`src/core/isr_pkg.sv`:
```
// How it works
// - Clear-status empties every event register and the error queue; enable masks stay unchanged.
// - Reading the summary status byte returns it unchanged.
// - Service-request mask is kept in non-volatile store; writing zero disables every source.
// - Summary bit 2 is one while the error queue is not empty.
// - Summary bit 3 is one when any enabled questionable event bit is one.
// - Summary bit 4 is one while the output queue is not empty.
// - Summary bit 6 requests service from any enabled other bit; it cannot be masked.
// - Undefined bits of every status register read zero.
// - Questionable bit 9 is one when any enabled integrity event bit is one.
// - Questionable bit 10 summarises limit events, bit 11 user-define events.
// - Integrity bit 0 is one when any measurement-integrity event bit is one.
// - Integrity bit 1 is one when any hardware-fault event bit is one.
// - Hardware-fault bit 1 rises on source phase-lock loss.
// - Hardware-fault bit 2 rises on unleveled source power.
// - Hardware-fault bit 3 rises on excessive input power.
// - Hardware-fault bit 4 rises on a failed non-volatile store write.
// - Hardware-fault bit 5 rises on failed oscillator calibration.
// - Hardware-fault bit 6 rises on failed sweep ramp calibration.
// - Hardware-fault bit 7 rises on source over-temperature.
package isr_pkg;

  // Summary status byte bit positions.
  localparam int STB_EAV_BIT  = 2;
  localparam int STB_QUES_BIT = 3;
  localparam int STB_MAV_BIT  = 4;
  localparam int STB_STD_BIT  = 5;
  localparam int STB_RQS_BIT  = 6;
  localparam int STB_OPER_BIT = 7;
  localparam logic [7:0] STB_VALID_MASK = 8'hFC;
  localparam logic [7:0] SRE_VALID_MASK = 8'hBC;
  localparam logic [7:0] SRE_RESET      = 8'h00;

  // Questionable data summary bit positions.
  localparam int QUES_INT_BIT = 9;
  localparam int QUES_LIM_BIT = 10;
  localparam int QUES_DEF_BIT = 11;
  localparam logic [15:0] QUES_VALID_MASK = 16'h0E00;

  // Integrity summary bit positions.
  localparam int INT_MEAS_BIT = 0;
  localparam int INT_HW_BIT   = 1;
  localparam logic [15:0] INT_VALID_MASK = 16'h0003;

  // Hardware fault status bits 1 to 7 are defined.
  localparam int HW_PHASE_UNLOCK_BIT = 1;
  localparam int HW_UNLEVELED_BIT    = 2;
  localparam int HW_OVERPOWER_BIT    = 3;
  localparam int HW_NVSTORE_BIT      = 4;
  localparam int HW_OSC_CAL_BIT      = 5;
  localparam int HW_RAMP_CAL_BIT     = 6;
  localparam int HW_SOURCE_OVER_TEMPERATURE_BIT     = 7;
  localparam logic [15:0] HW_VALID_MASK = 16'h00FE;

  // Values after reset of the per-register views.
  localparam logic [15:0] ENABLE_RESET = 16'h0000;
  localparam logic [15:0] RISE_RESET   = 16'hFFFF;
  localparam logic [15:0] FALL_RESET   = 16'h0000;

  typedef enum logic [3:0] {
    ISR_CLEAR_STATUS,
    ISR_READ_STB,
    ISR_WRITE_SRE,
    ISR_READ_SRE,
    ISR_READ_COND,
    ISR_READ_EVENT,
    ISR_READ_ENABLE,
    ISR_WRITE_ENABLE,
    ISR_READ_RISE,
    ISR_WRITE_RISE,
    ISR_READ_FALL,
    ISR_WRITE_FALL
  } isr_op_t;

  typedef enum logic [1:0] {
    ISR_TGT_QUES,
    ISR_TGT_INT,
    ISR_TGT_HW
  } isr_tgt_t;

  typedef struct packed {
    logic        valid;
    isr_op_t     op;
    isr_tgt_t    tgt;
    logic [15:0] data;
  } isr_cmd_t;

  typedef struct packed {
    logic        valid;
    logic [15:0] data;
  } isr_rsp_t;

  typedef struct packed {
    logic source_over_temperature;
    logic ramp_cal_fail;
    logic oscillator_cal_fail;
    logic nvstore_write_fail;
    logic input_overpower;
    logic source_unleveled;
    logic phase_unlock;
  } isr_hw_fault_t;

endpackage : isr_pkg

```
`src/core/isr_status_top.sv`:
```
`timescale 1ns/10ps
module isr_status_top
  import isr_pkg::*;
(
  // Clock and reset.
  input  wire logic          i_clk,
  input  wire logic          i_rstn,
  // Command port from the remote-command parser.
  input  wire isr_cmd_t      i_cmd,
  output isr_rsp_t           o_rsp,
  // Queue levels and outside summaries.
  input  wire logic          i_error_queue_nonempty,
  input  wire logic          i_output_queue_nonempty,
  input  wire logic          i_std_event_summary,
  input  wire logic          i_oper_event_summary,
  input  wire logic          i_meas_integrity_event,
  input  wire logic          i_limit_summary,
  input  wire logic          i_define_summary,
  // Hardware fault conditions.
  input  wire isr_hw_fault_t i_hw_fault,
  // Non-volatile store of the service-request mask.
  input  wire logic [7:0]    i_nv_sre,
  output logic               o_nv_sre_wr,
  output logic      [7:0]    o_nv_sre_data,
  // Results.
  output logic               o_error_queue_clear,
  output logic      [7:0]    o_stb,
  output logic               o_srq
);

  logic        sre_loaded;
  logic [7:0]  service_request_mask;
  logic [7:0]  stb_live;
  logic        rqs;
  logic [15:0] hw_cond;
  logic [15:0] int_cond;
  logic [15:0] ques_cond;
  logic [15:0] hw_c, hw_e, hw_en, hw_r, hw_f;
  logic [15:0] int_c, int_e, int_en, int_r, int_f;
  logic [15:0] q_c, q_e, q_en, q_r, q_f;
  logic        hw_sum, int_sum, ques_sum;
  logic        clear;
  logic [2:0]  sel;
  logic [2:0]  rd_ev, wr_en, wr_ri, wr_fa;
  logic [15:0] next_rsp_data;

  function automatic logic [15:0] pick(input isr_tgt_t t, input logic [15:0] q, input logic [15:0] i,
                                       input logic [15:0] h);
    unique case (t)
      ISR_TGT_QUES: pick = q;
      ISR_TGT_INT:  pick = i;
      ISR_TGT_HW:   pick = h;
      default:      pick = 16'h0000;
    endcase
  endfunction : pick

  always_comb begin
    hw_cond = 16'h0000;
    hw_cond[HW_PHASE_UNLOCK_BIT] = i_hw_fault.phase_unlock;
    hw_cond[HW_UNLEVELED_BIT]    = i_hw_fault.source_unleveled;
    hw_cond[HW_OVERPOWER_BIT]    = i_hw_fault.input_overpower;
    hw_cond[HW_NVSTORE_BIT]      = i_hw_fault.nvstore_write_fail;
    hw_cond[HW_OSC_CAL_BIT]      = i_hw_fault.oscillator_cal_fail;
    hw_cond[HW_RAMP_CAL_BIT]     = i_hw_fault.ramp_cal_fail;
    hw_cond[HW_SOURCE_OVER_TEMPERATURE_BIT]     = i_hw_fault.source_over_temperature;
  end

  always_comb begin
    int_cond = 16'h0000;
    int_cond[INT_MEAS_BIT] = i_meas_integrity_event;
    int_cond[INT_HW_BIT]   = |hw_e;
    ques_cond = 16'h0000;
    ques_cond[QUES_INT_BIT] = int_sum;
    ques_cond[QUES_LIM_BIT] = i_limit_summary;
    ques_cond[QUES_DEF_BIT] = i_define_summary;
  end

  // Per-register command strobes, index 0 questionable, 1 integrity, 2 hardware.
  assign clear = i_cmd.valid && (i_cmd.op == ISR_CLEAR_STATUS);
  assign sel   = {i_cmd.tgt == ISR_TGT_HW, i_cmd.tgt == ISR_TGT_INT, i_cmd.tgt == ISR_TGT_QUES};
  assign rd_ev = (i_cmd.valid && i_cmd.op == ISR_READ_EVENT) ? sel : 3'b000;
  assign wr_en = (i_cmd.valid && i_cmd.op == ISR_WRITE_ENABLE) ? sel : 3'b000;
  assign wr_ri = (i_cmd.valid && i_cmd.op == ISR_WRITE_RISE) ? sel : 3'b000;
  assign wr_fa = (i_cmd.valid && i_cmd.op == ISR_WRITE_FALL) ? sel : 3'b000;

  isr_stat_reg #(
    .VALID_MASK (HW_VALID_MASK)
  ) u_hw (
    .i_clk       (i_clk),
    .i_rstn      (i_rstn),
    .i_cond      (hw_cond),
    .i_wr_enable (wr_en[2]),
    .i_wr_rise   (wr_ri[2]),
    .i_wr_fall   (wr_fa[2]),
    .i_wdata     (i_cmd.data),
    .i_rd_event  (rd_ev[2]),
    .i_clear     (clear),
    .o_cond      (hw_c),
    .o_event     (hw_e),
    .o_enable    (hw_en),
    .o_rise      (hw_r),
    .o_fall      (hw_f),
    .o_summary   (hw_sum)
  );

  isr_stat_reg #(
    .VALID_MASK (INT_VALID_MASK)
  ) u_int (
    .i_clk       (i_clk),
    .i_rstn      (i_rstn),
    .i_cond      (int_cond),
    .i_wr_enable (wr_en[1]),
    .i_wr_rise   (wr_ri[1]),
    .i_wr_fall   (wr_fa[1]),
    .i_wdata     (i_cmd.data),
    .i_rd_event  (rd_ev[1]),
    .i_clear     (clear),
    .o_cond      (int_c),
    .o_event     (int_e),
    .o_enable    (int_en),
    .o_rise      (int_r),
    .o_fall      (int_f),
    .o_summary   (int_sum)
  );

  isr_stat_reg #(
    .VALID_MASK (QUES_VALID_MASK)
  ) u_ques (
    .i_clk       (i_clk),
    .i_rstn      (i_rstn),
    .i_cond      (ques_cond),
    .i_wr_enable (wr_en[0]),
    .i_wr_rise   (wr_ri[0]),
    .i_wr_fall   (wr_fa[0]),
    .i_wdata     (i_cmd.data),
    .i_rd_event  (rd_ev[0]),
    .i_clear     (clear),
    .o_cond      (q_c),
    .o_event     (q_e),
    .o_enable    (q_en),
    .o_rise      (q_r),
    .o_fall      (q_f),
    .o_summary   (ques_sum)
  );

  // The summary byte is a live view; its request bit ignores the mask bit 6.
  always_comb begin
    stb_live = 8'h00;
    stb_live[STB_EAV_BIT]  = i_error_queue_nonempty;
    stb_live[STB_QUES_BIT] = ques_sum;
    stb_live[STB_MAV_BIT]  = i_output_queue_nonempty;
    stb_live[STB_STD_BIT]  = i_std_event_summary;
    stb_live[STB_OPER_BIT] = i_oper_event_summary;
    rqs = |(stb_live & service_request_mask & SRE_VALID_MASK);
    stb_live[STB_RQS_BIT]  = rqs;
    stb_live = stb_live & STB_VALID_MASK;
  end

  // The mask is restored from the non-volatile store once after reset.
  always_ff @(posedge i_clk) begin
    if (!i_rstn) begin
      service_request_mask        <= SRE_RESET;
      sre_loaded <= 1'b0;
    end else if (i_cmd.valid && i_cmd.op == ISR_WRITE_SRE) begin
      service_request_mask        <= i_cmd.data[7:0] & SRE_VALID_MASK;
      sre_loaded <= 1'b1;
    end else if (!sre_loaded) begin
      service_request_mask        <= i_nv_sre & SRE_VALID_MASK;
      sre_loaded <= 1'b1;
    end
  end

  always_ff @(posedge i_clk) begin
    if (!i_rstn) begin
      o_nv_sre_wr   <= 1'b0;
      o_nv_sre_data <= 8'h00;
    end else begin
      o_nv_sre_wr <= i_cmd.valid && (i_cmd.op == ISR_WRITE_SRE);
      if (i_cmd.valid && i_cmd.op == ISR_WRITE_SRE) begin
        o_nv_sre_data <= i_cmd.data[7:0] & SRE_VALID_MASK;
      end
    end
  end

  always_ff @(posedge i_clk) begin
    if (!i_rstn) begin
      o_error_queue_clear <= 1'b0;
    end else begin
      o_error_queue_clear <= clear;
    end
  end

  always_ff @(posedge i_clk) begin
    if (!i_rstn) begin
      o_stb <= 8'h00;
      o_srq <= 1'b0;
    end else begin
      o_stb <= stb_live;
      o_srq <= rqs;
    end
  end

  always_comb begin
    unique case (i_cmd.op)
      ISR_READ_STB:    next_rsp_data = {8'h00, stb_live};
      ISR_READ_SRE:    next_rsp_data = {8'h00, service_request_mask};
      ISR_READ_COND:   next_rsp_data = pick(i_cmd.tgt, q_c, int_c, hw_c);
      ISR_READ_EVENT:  next_rsp_data = pick(i_cmd.tgt, q_e, int_e, hw_e);
      ISR_READ_ENABLE: next_rsp_data = pick(i_cmd.tgt, q_en, int_en, hw_en);
      ISR_READ_RISE:   next_rsp_data = pick(i_cmd.tgt, q_r, int_r, hw_r);
      ISR_READ_FALL:   next_rsp_data = pick(i_cmd.tgt, q_f, int_f, hw_f);
      default:         next_rsp_data = 16'h0000;
    endcase
  end

  // Every command is answered one cycle later; writes answer with zero.
  always_ff @(posedge i_clk) begin
    if (!i_rstn) begin
      o_rsp <= '0;
    end else begin
      o_rsp.valid <= i_cmd.valid;
      o_rsp.data  <= i_cmd.valid ? next_rsp_data : 16'h0000;
    end
  end

endmodule : isr_status_top

```
`src/core/isr_stat_reg.sv`:
```
`timescale 1ns/10ps
module isr_stat_reg
  import isr_pkg::*;
#(
  parameter logic [15:0] VALID_MASK = 16'hFFFF
) (
  // Clock and reset.
  input  wire logic        i_clk,
  input  wire logic        i_rstn,
  // Live condition inputs.
  input  wire logic [15:0] i_cond,
  // Register writes, event read and clear-status.
  input  wire logic        i_wr_enable,
  input  wire logic        i_wr_rise,
  input  wire logic        i_wr_fall,
  input  wire logic [15:0] i_wdata,
  input  wire logic        i_rd_event,
  input  wire logic        i_clear,
  // Views and summary.
  output logic      [15:0] o_cond,
  output logic      [15:0] o_event,
  output logic      [15:0] o_enable,
  output logic      [15:0] o_rise,
  output logic      [15:0] o_fall,
  output logic             o_summary
);

  logic [15:0] prev_cond;
  logic [15:0] set_bits;

  assign o_cond = i_cond & VALID_MASK;

  // A rising or falling condition edge passed by its filter latches the event.
  assign set_bits = ((o_cond & ~prev_cond & o_rise) | (~o_cond & prev_cond & o_fall)) & VALID_MASK;

  assign o_summary = |(o_event & o_enable);

  always_ff @(posedge i_clk) begin
    if (!i_rstn) begin
      prev_cond <= 16'h0000;
    end else begin
      prev_cond <= o_cond;
    end
  end

  // A new edge in the cycle of a read or clear still sets its bit.
  always_ff @(posedge i_clk) begin
    if (!i_rstn) begin
      o_event <= 16'h0000;
    end else if (i_clear || i_rd_event) begin
      o_event <= set_bits;
    end else begin
      o_event <= o_event | set_bits;
    end
  end

  always_ff @(posedge i_clk) begin
    if (!i_rstn) begin
      o_enable <= ENABLE_RESET;
      o_rise   <= RISE_RESET & VALID_MASK;
      o_fall   <= FALL_RESET;
    end else begin
      if (i_wr_enable) begin
        o_enable <= i_wdata & VALID_MASK;
      end
      if (i_wr_rise) begin
        o_rise <= i_wdata & VALID_MASK;
      end
      if (i_wr_fall) begin
        o_fall <= i_wdata & VALID_MASK;
      end
    end
  end

endmodule : isr_stat_reg

```
`config.mk`:
```
export PLATFORM = sky130hd
export DESIGN_NAME = isr_status_top
export DESIGN_NICKNAME = d
export VERILOG_FILES = /design/src/core/isr_pkg.sv /design/src/core/isr_status_top.sv /design/src/core/isr_stat_reg.sv
export SDC_FILE = /design/constraint.sdc
export NUM_CORES = 1
export LEC_CHECK = 0
export ABC_CLOCK_PERIOD_IN_PS = 3850
export BUFFER_PORTS_ARGS = -buffer_cell sky130_fd_sc_hd__buf_2
export CAP_MARGIN = 20
export CORE_ASPECT_RATIO = 1.75
export CORE_MARGIN = 3
export CORE_UTILIZATION = 55
export CTS_CLUSTER_DIAMETER = 80
export DETAILED_ROUTE_END_ITERATION = 10
export HOLD_SLACK_MARGIN = 0.02
export PLACE_DENSITY = 0.82
export SETUP_SLACK_MARGIN = 0.15
export SLEW_MARGIN = 5
export SYNTH_ARGS = -nofsm -noshare
export SYNTH_HDL_FRONTEND = slang
export SYNTH_HIERARCHICAL = 1
export SYNTH_SLANG_ARGS = --single-unit
export TNS_END_PERCENT = 5
```
`constraint.sdc`:
```
create_clock -name i_clk -period 3.85 [get_ports i_clk]
set_input_delay 0.1925 -clock i_clk [delete_from_list [all_inputs] [get_ports i_clk]]
set_output_delay 0.1925 -clock i_clk [all_outputs]
set_load 0.01 [all_outputs]
```
==> flow_metrics.py, run 1 <==
metrics = {
    "clock_network": {
        "clk_pin_slew_ps": 70,
        "htreeDepth": 3,
        "holdBufCountCts": 0,
        "cts.sinks": 96,
        "numCtsBuffers": 9,
        "ctsRootBufferMaster": "clkbuf_16",
        "ctsResizeCount": 0,
        "insertion_delay_ps": 350,
        "postCtsSetupBuffers": 0,
        "cts_tree": "done",
        "clk_path_buf_depth": 2,
    },
    "timing": {
        "fin_tns_setup_ps": 0,
        "slew_headroom_pct": 31.0,
        "fin_crit_ps": 2010,
        "report.final.setup_viol": 0,
        "hold_violations": 0,
        "fin_skew_ps": 6.90,
        "max_freq_ghz": 0.498,
        "fin_crit_sh_pct": 52.2,
        "worst_slack_ps": 1840,
        "rsz0062_at_grt": "no",
        "worst_pin_slew_ps": 1030,
        "timing.hold.ws_ps": 82.1,
        "maxSlewViolCount": 0,
    },
    "floorplanning": {
        "ios": 83,
        "die_x_um": 95.7,
        "start_util_pct": 56.9,
        "coreArea_um2": 13600,
        "die_area_um2": 15600,
        "die_y_um": 163,
        "row_count": 56,
    },
    "finish": {
        "syn_to_final_growth_pct": -2.75,
        "seq_area_um2": 1920,
        "nFillCells": 1254,
        "antenna_cells": 0,
        "final_cells": 1131,
        "drive_above_1_share_pct": 10.9,
        "multiInputGateArea_um2": 4620,
        "fin_util_pct": 55.3,
        "nNetsFinal": 999,
    },
    "power": {
        "ir_worst_vdd_v": 0.000167,
        "power_density_nw_per_um2": 301,
        "p_leak_nw": 3.31,
    },
    "global_routing": {
        "overflow": 0,
        "grt_pass1_wl_um": 26400,
        "antenna_found_initial": 0,
        "grt_pass1_vias": 5458,
        "grt_usage_pct": 21.7,
        "grt_start_max_net_pins": 100,
    },
    "placed_design": {
        "gp_congestion": 0.858,
        "post-place-ws_ps": 1540,
        "portBuffers": 69,
        "hpwl_um": 11800,
        "dp.cells": 1115,
    },
    "critical_path": {
        "crit_path_start_kind": "primary input",
        "slowest_delay_ps": 830,
        "crit_fanout": 77,
        "path_buf_inv": 1,
        "worstSetupEndpointType": "flop",
        "slowest_stage": "nor2_1",
        "cp_top_family": "simple AND/OR/NAND/NOR gates",
        "crit_type": "in -> reg",
        "rr_worst_depth": 6,
        "crit_chain": "buf_4 > nand2b_1 > nor2_1 > mux2i_1 > nor2b_1",
        "critical_path_depth": 5,
        "critPathArrivalTime_ps": 2250,
        "cp.required_ps": 4090,
    },
    "routing": {
        "post_drt_wl_per_cell_um": 14.7,
        "wl_um": 16600,
        "dr.pass1.iters": 5,
        "wl_met3_um": 712,
        "wl_met1_um": 6050,
        "maxUsedRoutingLayer": "met4",
        "wl_met2_um": 8880,
        "drc": 0,
        "initialDrtViolationCount": 331,
        "postRouteAntennaNets": 0,
        "viasPerCell": 5.12,
        "route.vias.total": 5787,
    },
    "hold_path": {
        "holdCritPathClass": "in -> reg",
        "holdPathStages": 2,
    },
    "run_status": {
        "status": "finished clean",
    },
    "synth": {
        "syn_avg_cell_area_um2": 8.21,
        "syn_inst": 942,
        "netlist_area_um2": 7740,
        "yosysWarningCount": 6,
    },
    "run": {
        "drv_cap": 0,
    },
}
==> where the power goes <==
group          switching, mW  internal, mW  total [mW]  leakage (nW)
Combinational          0.209         0.147       0.356          2.40
Sequential            0.0208          1.02        1.04         0.784
Clock                  0.413         0.449       0.862         0.129
==> worst reg2reg max path: cells and delay by family, from the launching register on <==
kind	cells	cell delay, ps
DFF	1	330
buffers and inverters	1	170
AOI/OAI and AO/OA	3	1000
and+or+nand+nor	1	100
muxes	1	190
==> layer usage <==
metal / up-vias / global-route usage, %
met5: - / 0
met4: 0 / 13.1
met3: 63 / 3.24
met2: 158 / 40.4
met1: 2666 / 21.9
li1: 2900 / -
==> stage by stage <==
step | instance area, um2 | total power, mW
6_report | 7520 | 2.26
2_1_floorplan | 8420 | 1.47
5_1_grt | 7520 | 2.36
3_5_place_dp | 7240 | 1.41
3_3_place_gp | 7240 | 1.40
4_1_cts | 7520 | 2.27
==> state kept, by name, summed over array words and instances, names as in the netlist, 2 cells and up <==
signal and flops:
u_int/o_enable 2, u_int/o_event 2, o_stb 6, o_rsp 17, u_ques/o_enable 3, u_ques/prev_cond 3, u_int/o_fall 2, u_int/o_rise 2
u_hw/o_event 7, u_hw/o_rise 7, u_ques/o_fall 3, u_hw/o_fall 7, o_nv_sre_data 5, service_request_mask 5, u_ques/o_rise 3, u_hw/prev_cond 7
u_ques/o_event 3, u_hw/o_enable 7, u_int/prev_cond 2
==> path summary, 6_finish.rpt <==
check / from / end / slack [ps]
max: i_cmd[17] / u_hw/o_enable[7]$_SDFFE_PN0P_ / 1840
min: i_error_queue_nonempty / o_stb[2]$_SDFF_PN0_ / 80
max reg2reg: u_ques/o_event[10]$_SDFF_PN0_ / o_rsp[3]$_SDFF_PN0_ / 1930
min reg2reg: o_nv_sre_data[7]$_SDFFE_PN0P_ / o_nv_sre_data[7]$_SDFFE_PN0P_ / 470
==> final cells by class <==
type | instances | share of cell area [%]
Clock buffer | 10 | 3.04
Inverter | 20 | 0.998
Multi-Input combinational cell | 749 | 61.5
Tap cell | 174 | 2.89
Clock inverter | 6 | 0.715
Sequential cell | 96 | 25.5
Timing Repair Buffer | 76 | 5.36
==> cells in the final DEF, fill, tap and decap left out, types with 13 or more instances in the layout <==
master / n
buf_2: 67
nand2_1: 31
mux2i_1: 86
and4b_1: 13
dfxtp_1: 96
and2_1: 50
conb_1: 185
nor2b_1: 69
nand2b_1: 25
a21oi_1: 20
a211o_1: 42
nor2_1: 55
o21ai_0: 51
a32oi_1: 17
inv_1: 20
No activity file was read; power rests on OpenSTA's default activity.
==> inputs of run 2 (changes only) <==
--- a/config.mk
+++ b/config.mk
@@ -5,16 +5,17 @@
 export SDC_FILE = /design/constraint.sdc
 export NUM_CORES = 1
 export LEC_CHECK = 0
-export ABC_CLOCK_PERIOD_IN_PS = 3850
+export ABC_AREA = 1
+export ABC_CLOCK_PERIOD_IN_PS = 1600
 export BUFFER_PORTS_ARGS = -buffer_cell sky130_fd_sc_hd__buf_2
 export CAP_MARGIN = 20
 export CORE_ASPECT_RATIO = 1.75
 export CORE_MARGIN = 3
-export CORE_UTILIZATION = 55
+export CORE_UTILIZATION = 54
 export CTS_CLUSTER_DIAMETER = 80
 export DETAILED_ROUTE_END_ITERATION = 10
 export HOLD_SLACK_MARGIN = 0.02
-export PLACE_DENSITY = 0.82
+export PLACE_DENSITY = 0.84
 export SETUP_SLACK_MARGIN = 0.15
 export SLEW_MARGIN = 5
 export SYNTH_ARGS = -nofsm -noshare
==> constraint.sdc (replaced) <==
create_clock -name i_clk -period 1.6 [get_ports i_clk]
set_input_delay 0.08 -clock i_clk [delete_from_list [all_inputs] [get_ports i_clk]]
set_output_delay 0.08 -clock i_clk [all_outputs]
set_load 0.01 [all_outputs]
==> run 2 against run 1 <==
  * Area after synthesis fell by 3.6%
  * Cell count rose by 27%
  * Global-route usage rose by 2.6 points
  * Critical path type is now reg -> reg
  * Largest power group unchanged
==> flow_metrics.py, run 2 <==
metrics = {
    "run_status": {
        "status": "finished clean",
    },
    "clock_network": {
        "ctsRootBufferMaster": "clkbuf_16",
        "cts_tree": "done",
        "htreeDepth": 3,
        "numCtsBuffers": 9,
        "clk_path_buf_depth": 2,
        "cts.sinks": 96,
        "clk_pin_slew_ps": 80,
        "postCtsSetupBuffers": 0,
        "insertion_delay_ps": 360,
    },
    "global_routing": {
        "grt_pass1_wl_um": 29600,
        "grt_pass1_vias": 6480,
        "grt_usage_pct": 24.3,
        "grt_start_max_net_pins": 66,
        "overflow": 0,
        "antenna_found_initial": 0,
    },
    "placed_design": {
        "gp_congestion": 0.896,
        "portBuffers": 69,
        "hpwl_um": 12700,
        "post-place-ws_ps": 171,
    },
    "timing": {
        "timing.hold.ws_ps": 24.2,
        "worst_pin_slew_ps": 658,
        "fin_tns_setup_ps": 0,
        "report.final.setup_viol": 0,
        "worst_slack_ps": 279,
        "slew_headroom_pct": 56.1,
        "fin_skew_ps": 5.57,
        "hold_violations": 0,
        "fin_crit_sh_pct": 82.6,
        "max_freq_ghz": 0.757,
        "fin_crit_ps": 1320,
        "rsz0062_at_grt": "yes",
        "maxSlewViolCount": 0,
    },
    "power": {
        "power_frac_clock_pct": 40.1,
        "p_switching_mw": 1.67,
        "seqPwrFrac_pct": 44.2,
        "p_comb_share_pct": 15.7,
        "ir_worst_vdd_v": 0.000664,
        "switching_share_pct": 29.3,
        "p_int_mw": 4.03,
        "p_leak_nw": 4.16,
        "power_density_nw_per_um2": 752,
    },
    "finish": {
        "drive_above_1_share_pct": 10.7,
        "antenna_cells": 0,
        "largest_register_ffs": 17,
        "mostFrequentLayoutCell": "nand2_1",
        "final_cell_mix": "350 x nand2_1, 238 x nand3_1, 185 x conb_1",
        "nNetsFinal": 1302,
        "nFillCells": 1304,
        "syn_to_final_growth_pct": 1.63,
        "regMostFlops": "o_rsp",
    },
    "routing": {
        "drc": 0,
        "dr.pass1.iters": 5,
        "wl_um": 17800,
        "postRouteAntennaNets": 0,
        "post_drt_wl_per_cell_um": 12.4,
        "initialDrtViolationCount": 405,
        "route.vias.total": 6845,
        "viasPerCell": 4.77,
    },
    "critical_path": {
        "critPathArrivalTime_ps": 1550,
        "crit_fanout": 3,
        "cp.required_ps": 1830,
        "crit_chain": "nand2_1 > nand3_1 > nand2_1 > nand3_1 > o21ai_0 > nand2_1 > inv_1 > a21oi_1",
        "crit_path_start_kind": "flop",
        "crit_path_frequent_cell": "nand2_1",
        "worstSetupEndpointType": "flop",
        "slowest_delay_ps": 330,
        "slowest_stage": "dfxtp_1",
        "crit_type": "reg -> reg",
    },
    "floorplanning": {
        "coreArea_um2": 13500,
        "die_x_um": 94.8,
        "row_count": 56,
        "die_y_um": 161,
        "die_area_um2": 15300,
        "ios": 83,
        "start_util_pct": 55.4,
    },
    "hold_path": {
        "holdCritPathClass": "in -> reg",
    },
    "synth": {
        "netlist_area_um2": 7450,
        "syn_avg_cell_area_um2": 6.23,
        "syn_inst": 1197,
        "yosysWarningCount": 6,
    },
    "run": {
        "drv_cap": 0,
    },
}
[run 2: per-stage QoR]
step                      util [%]  instances  power, mW  instance area (um2)
final                         56.3       1434       5.69                 7580
after global routing          56.3       1434       5.94                 7580
after CTS                     56.3       1434       5.67                 7570
after detailed placement      52.5       1399       3.39                 7070
after global placement        52.5       1399       3.38                 7070
after floorplan                  -       1378       3.53                 8130
[run 2: critical path, delay by kind of cell, from the launching register on]
kind	cells	cell delay, ps
buffers and inverters	1	50
DFF	1	330
and+or+nand+nor	5	530
AOI/OAI and AO/OA	2	280
[run 2: worst paths after layout]
path,from,to,slack [ps],cells after the start
setup / recovery,u_ques/o_enable[9]$_SDFFE_PN0P_,o_rsp[6]$_SDFF_PN0_,280,8
hold / removal,i_cmd[7],u_hw/o_enable[7]$_SDFFE_PN0P_,20,3
setup reg to reg,u_ques/o_enable[9]$_SDFFE_PN0P_,o_rsp[6]$_SDFF_PN0_,280,8
hold reg to reg,o_nv_sre_data[7]$_SDFFE_PN0P_,o_nv_sre_data[7]$_SDFFE_PN0P_,470,2
[run 2: metal layers]
layer  share of wire [%]  routed length [um]  track usage (%)
met1                  37                6540             25.9
met2                  53                9360             44.0
met3                 4.9                 865             2.66
met4                 5.8                1020             15.5
met5                   0                   0                0
[run 2: area by class of cell]
class	count	area (um2)	share of cell area (%)
Multi-Input combinational cell	946	4020	53.0
Sequential cell	96	1920	25.4
Timing Repair Buffer	115	776	10.2
Inverter	87	332	4.38
Clock buffer	9	225	2.97
Tap cell	174	218	2.87
Clock inverter	7	86.3	1.14
[run 2: power groups by stage]
stage	combinational, mW	sequential (mW)	clock, mW
final	0.894	2.52	2.29
after global routing	1.02	2.52	2.40
after CTS	0.862	2.51	2.30
after floorplan	0.965	2.56	0
after detailed placement	0.823	2.57	0
after global placement	0.812	2.57	0
[run 2: what timing repair did]
item                       in CTS  in global routing
hold endpoints to repair       27                  0
hold buffers                   19                  0
setup endpoints to repair       0                  2
resized for setup               0                  2
==> inputs of run 3 (changes only) <==
--- a/config.mk
+++ b/config.mk
@@ -6,7 +6,7 @@
 export NUM_CORES = 1
 export LEC_CHECK = 0
 export ABC_AREA = 1
-export ABC_CLOCK_PERIOD_IN_PS = 1600
+export ABC_CLOCK_PERIOD_IN_PS = 1100
 export BUFFER_PORTS_ARGS = -buffer_cell sky130_fd_sc_hd__buf_2
 export CAP_MARGIN = 20
 export CORE_ASPECT_RATIO = 1.75
==> constraint.sdc (replaced) <==
create_clock -name i_clk -period 1.1 [get_ports i_clk]
set_input_delay 0.055 -clock i_clk [delete_from_list [all_inputs] [get_ports i_clk]]
set_output_delay 0.055 -clock i_clk [all_outputs]
set_load 0.01 [all_outputs]
==> run 3 against run 2 <==
  * Clock skew up 0.51 ps
  * Sequential cell count unchanged
  * Fmax down 0.15%
  * Utilization up 6.5 points
  * Hold slack better by 2.4 ps
  * Register-to-register slack worse by 500 ps
  * Die area unchanged
  * Clock power up 34%
  * The run now ends with negative setup slack left
  * Global-route usage up 1.7 points
  * First-iteration DRC count up 6.7%
  * Critical path type unchanged
==> flow_metrics.py, run 3 (synthesis gave the netlist of run 2 again) <==
metrics = {
    "clock_network": {
        "numCtsBuffers": 9,
        "ctsRootBufferMaster": "clkbuf_16",
        "cts.sinks": 96,
        "cts_tree": "done",
        "clk_path_buf_depth": 2,
        "clk_pin_slew_ps": 70,
        "htreeDepth": 3,
        "insertion_delay_ps": 350,
    },
    "routing": {
        "viasPerCell": 4.87,
        "route.vias.total": 7296,
        "drc": 0,
        "postRouteAntennaNets": 0,
        "post_drt_wl_per_cell_um": 13.2,
        "wl_um": 19800,
        "dr.pass1.iters": 5,
        "initialDrtViolationCount": 432,
    },
    "run": {
        "drv_cap": 0,
    },
    "floorplanning": {
        "coreArea_um2": 13500,
        "die_area_um2": 15300,
        "start_util_pct": 55.4,
        "row_count": 56,
        "die_y_um": 161,
        "ios": 83,
        "die_x_um": 94.8,
    },
    "global_routing": {
        "use_met3_pct": 2.94,
        "gr-usage-met2_pct": 47.7,
        "grt_start_max_net_pins": 37,
        "grt_usage_pct": 25.9,
        "grt_pass1_vias": 6778,
        "grt-busiest-layer": "met2",
        "overflow": 0,
        "grt_pass1_wl_um": 31500,
        "antenna_found_initial": 0,
        "met1_usage_pct": 27.6,
    },
    "power": {
        "power_frac_clock_pct": 36.8,
        "p_comb_share_pct": 19.3,
        "power_density_nw_per_um2": 986,
        "p_int_mw": 5.80,
        "switching_share_pct": 30.4,
        "p_switching_mw": 2.53,
        "p_leak_nw": 4.63,
        "ir_worst_vdd_v": 0.00103,
        "seqPwrFrac_pct": 43.9,
    },
    "finish": {
        "antenna_cells": 0,
        "drive_above_1_share_pct": 20.3,
        "largest_register_ffs": 17,
        "final_cell_mix": "340 x nand2_1, 218 x nand3_1, 185 x conb_1",
        "nNetsFinal": 1365,
        "regMostFlops": "o_rsp",
        "fin_area_um2": 8450,
        "mostFrequentLayoutCell": "nand2_1",
        "syn_to_final_growth_pct": 13.4,
    },
    "critical_path": {
        "cp.required_ps": 1340,
        "critPathArrivalTime_ps": 1560,
        "r2r_start": "u_hw/o_event[1]$_SDFF_PN0_",
        "slowest_stage": "dfxtp_2",
        "crit_type": "reg -> reg",
        "path_buf_inv": 0,
        "crit_path_frequent_cell": "nand2_1",
        "cp_top_family": "simple AND/OR/NAND/NOR gates",
        "crit_fanout": 2,
        "crit_path_start_kind": "flop",
        "worstSetupEndpointType": "flop",
        "cp-startpoint": "u_hw/o_event[1]$_SDFF_PN0_",
        "slowest_delay_ps": 340,
        "crit_chain": "nor4_4 > nand4_1 > nand2_1 > nand3_1 > nand2_1 > nand3_2 > nor2_2 > nor2_1",
    },
    "run_status": {
        "status": "finished with violations",
        "violations": "negative setup slack",
    },
    "placed_design": {
        "place_area_um2": 7670,
        "portBuffers": 69,
        "gp_congestion": 0.968,
        "hpwl_um": 14200,
    },
    "hold_path": {
        "min_from": "i_nv_sre[2]",
        "holdCritPathClass": "in -> reg",
    },
    "timing": {
        "hold_violations": 0,
        "report.final.setup_viol": 3,
        "timing.hold.ws_ps": 26.6,
        "fin_crit_ps": 1320,
        "fin_skew_ps": 6.07,
        "max_freq_ghz": 0.756,
        "fin_crit_sh_pct": 120,
        "worst_slack_ps": -223,
        "rsz0062_at_grt": "yes",
        "maxSlewViolCount": 0,
    },
}
[run 3: area by class of cell]
type / count / area, um2
inverter: 87 / 358
sequential: 96 / 1940
clock buffer: 9 / 225
timing repair buffer: 178 / 1390
tap: 174 / 218
fill: 1145 / 5000
clock inverter: 7 / 62.6
multi-input combinational: 946 / 4260
[run 3: worst min-delay path: stages]
cell     delay [ps]
buf_2            80
o21ai_0          70
a21oi_1         130
[run 3: path summary, 6_finish.rpt]
check | slack [ps] | depth (start not counted) | end
max | -220 | 8 | o_rsp[1]$_SDFF_PN0_
min | 30 | 3 | service_request_mask[2]$_SDFFE_PN0P_
min reg2reg | 460 | 2 | o_nv_sre_data[2]$_SDFFE_PN0P_
max reg2reg | -220 | 8 | o_rsp[1]$_SDFF_PN0_
[run 3: metrics by stage]
stage / utilization, % / power, mW / setup slack (ps) / TNS [ps] / instances
after floorplan: - / 5.15 / -237 / -2480 / 1378
after global placement: 57.0 / 5.10 / -195 / -4600 / 1460
after detailed placement: 57.0 / 5.12 / -182 / -5950 / 1460
after CTS: 61.3 / 8.23 / -166 / -287 / 1497
after global routing: 62.8 / 8.70 / -377 / -847 / 1497
final: 62.8 / 8.34 / -223 / -378 / 1497
[run 3: layer usage]
| layer | vias up | part of all wire, % |
|---|---|---|
| li1 | 3651 | - |
| met1 | 3289 | 36 |
| met2 | 267 | 53 |
| met3 | 89 | 4.7 |
| met4 | 0 | 6.6 |
| met5 | - | 0 |
[run 3: repair_timing]
item,CTS,global route
setup endpoints to repair,13,36
hold buffers,21,0
endpoints found under the hold margin,31,0
setup buffers,0,0
gates resized for setup,29,64
pin swaps,33,48
[run 3: power groups by stage]
stage	Clock (mW)	Combinational, mW	Sequential [mW]
after floorplan	0	1.42	3.73
after global routing	3.25	1.78	3.67
after detailed placement	0	1.40	3.72
final	3.07	1.61	3.66
after CTS	3.09	1.49	3.65
after global placement	0	1.38	3.72
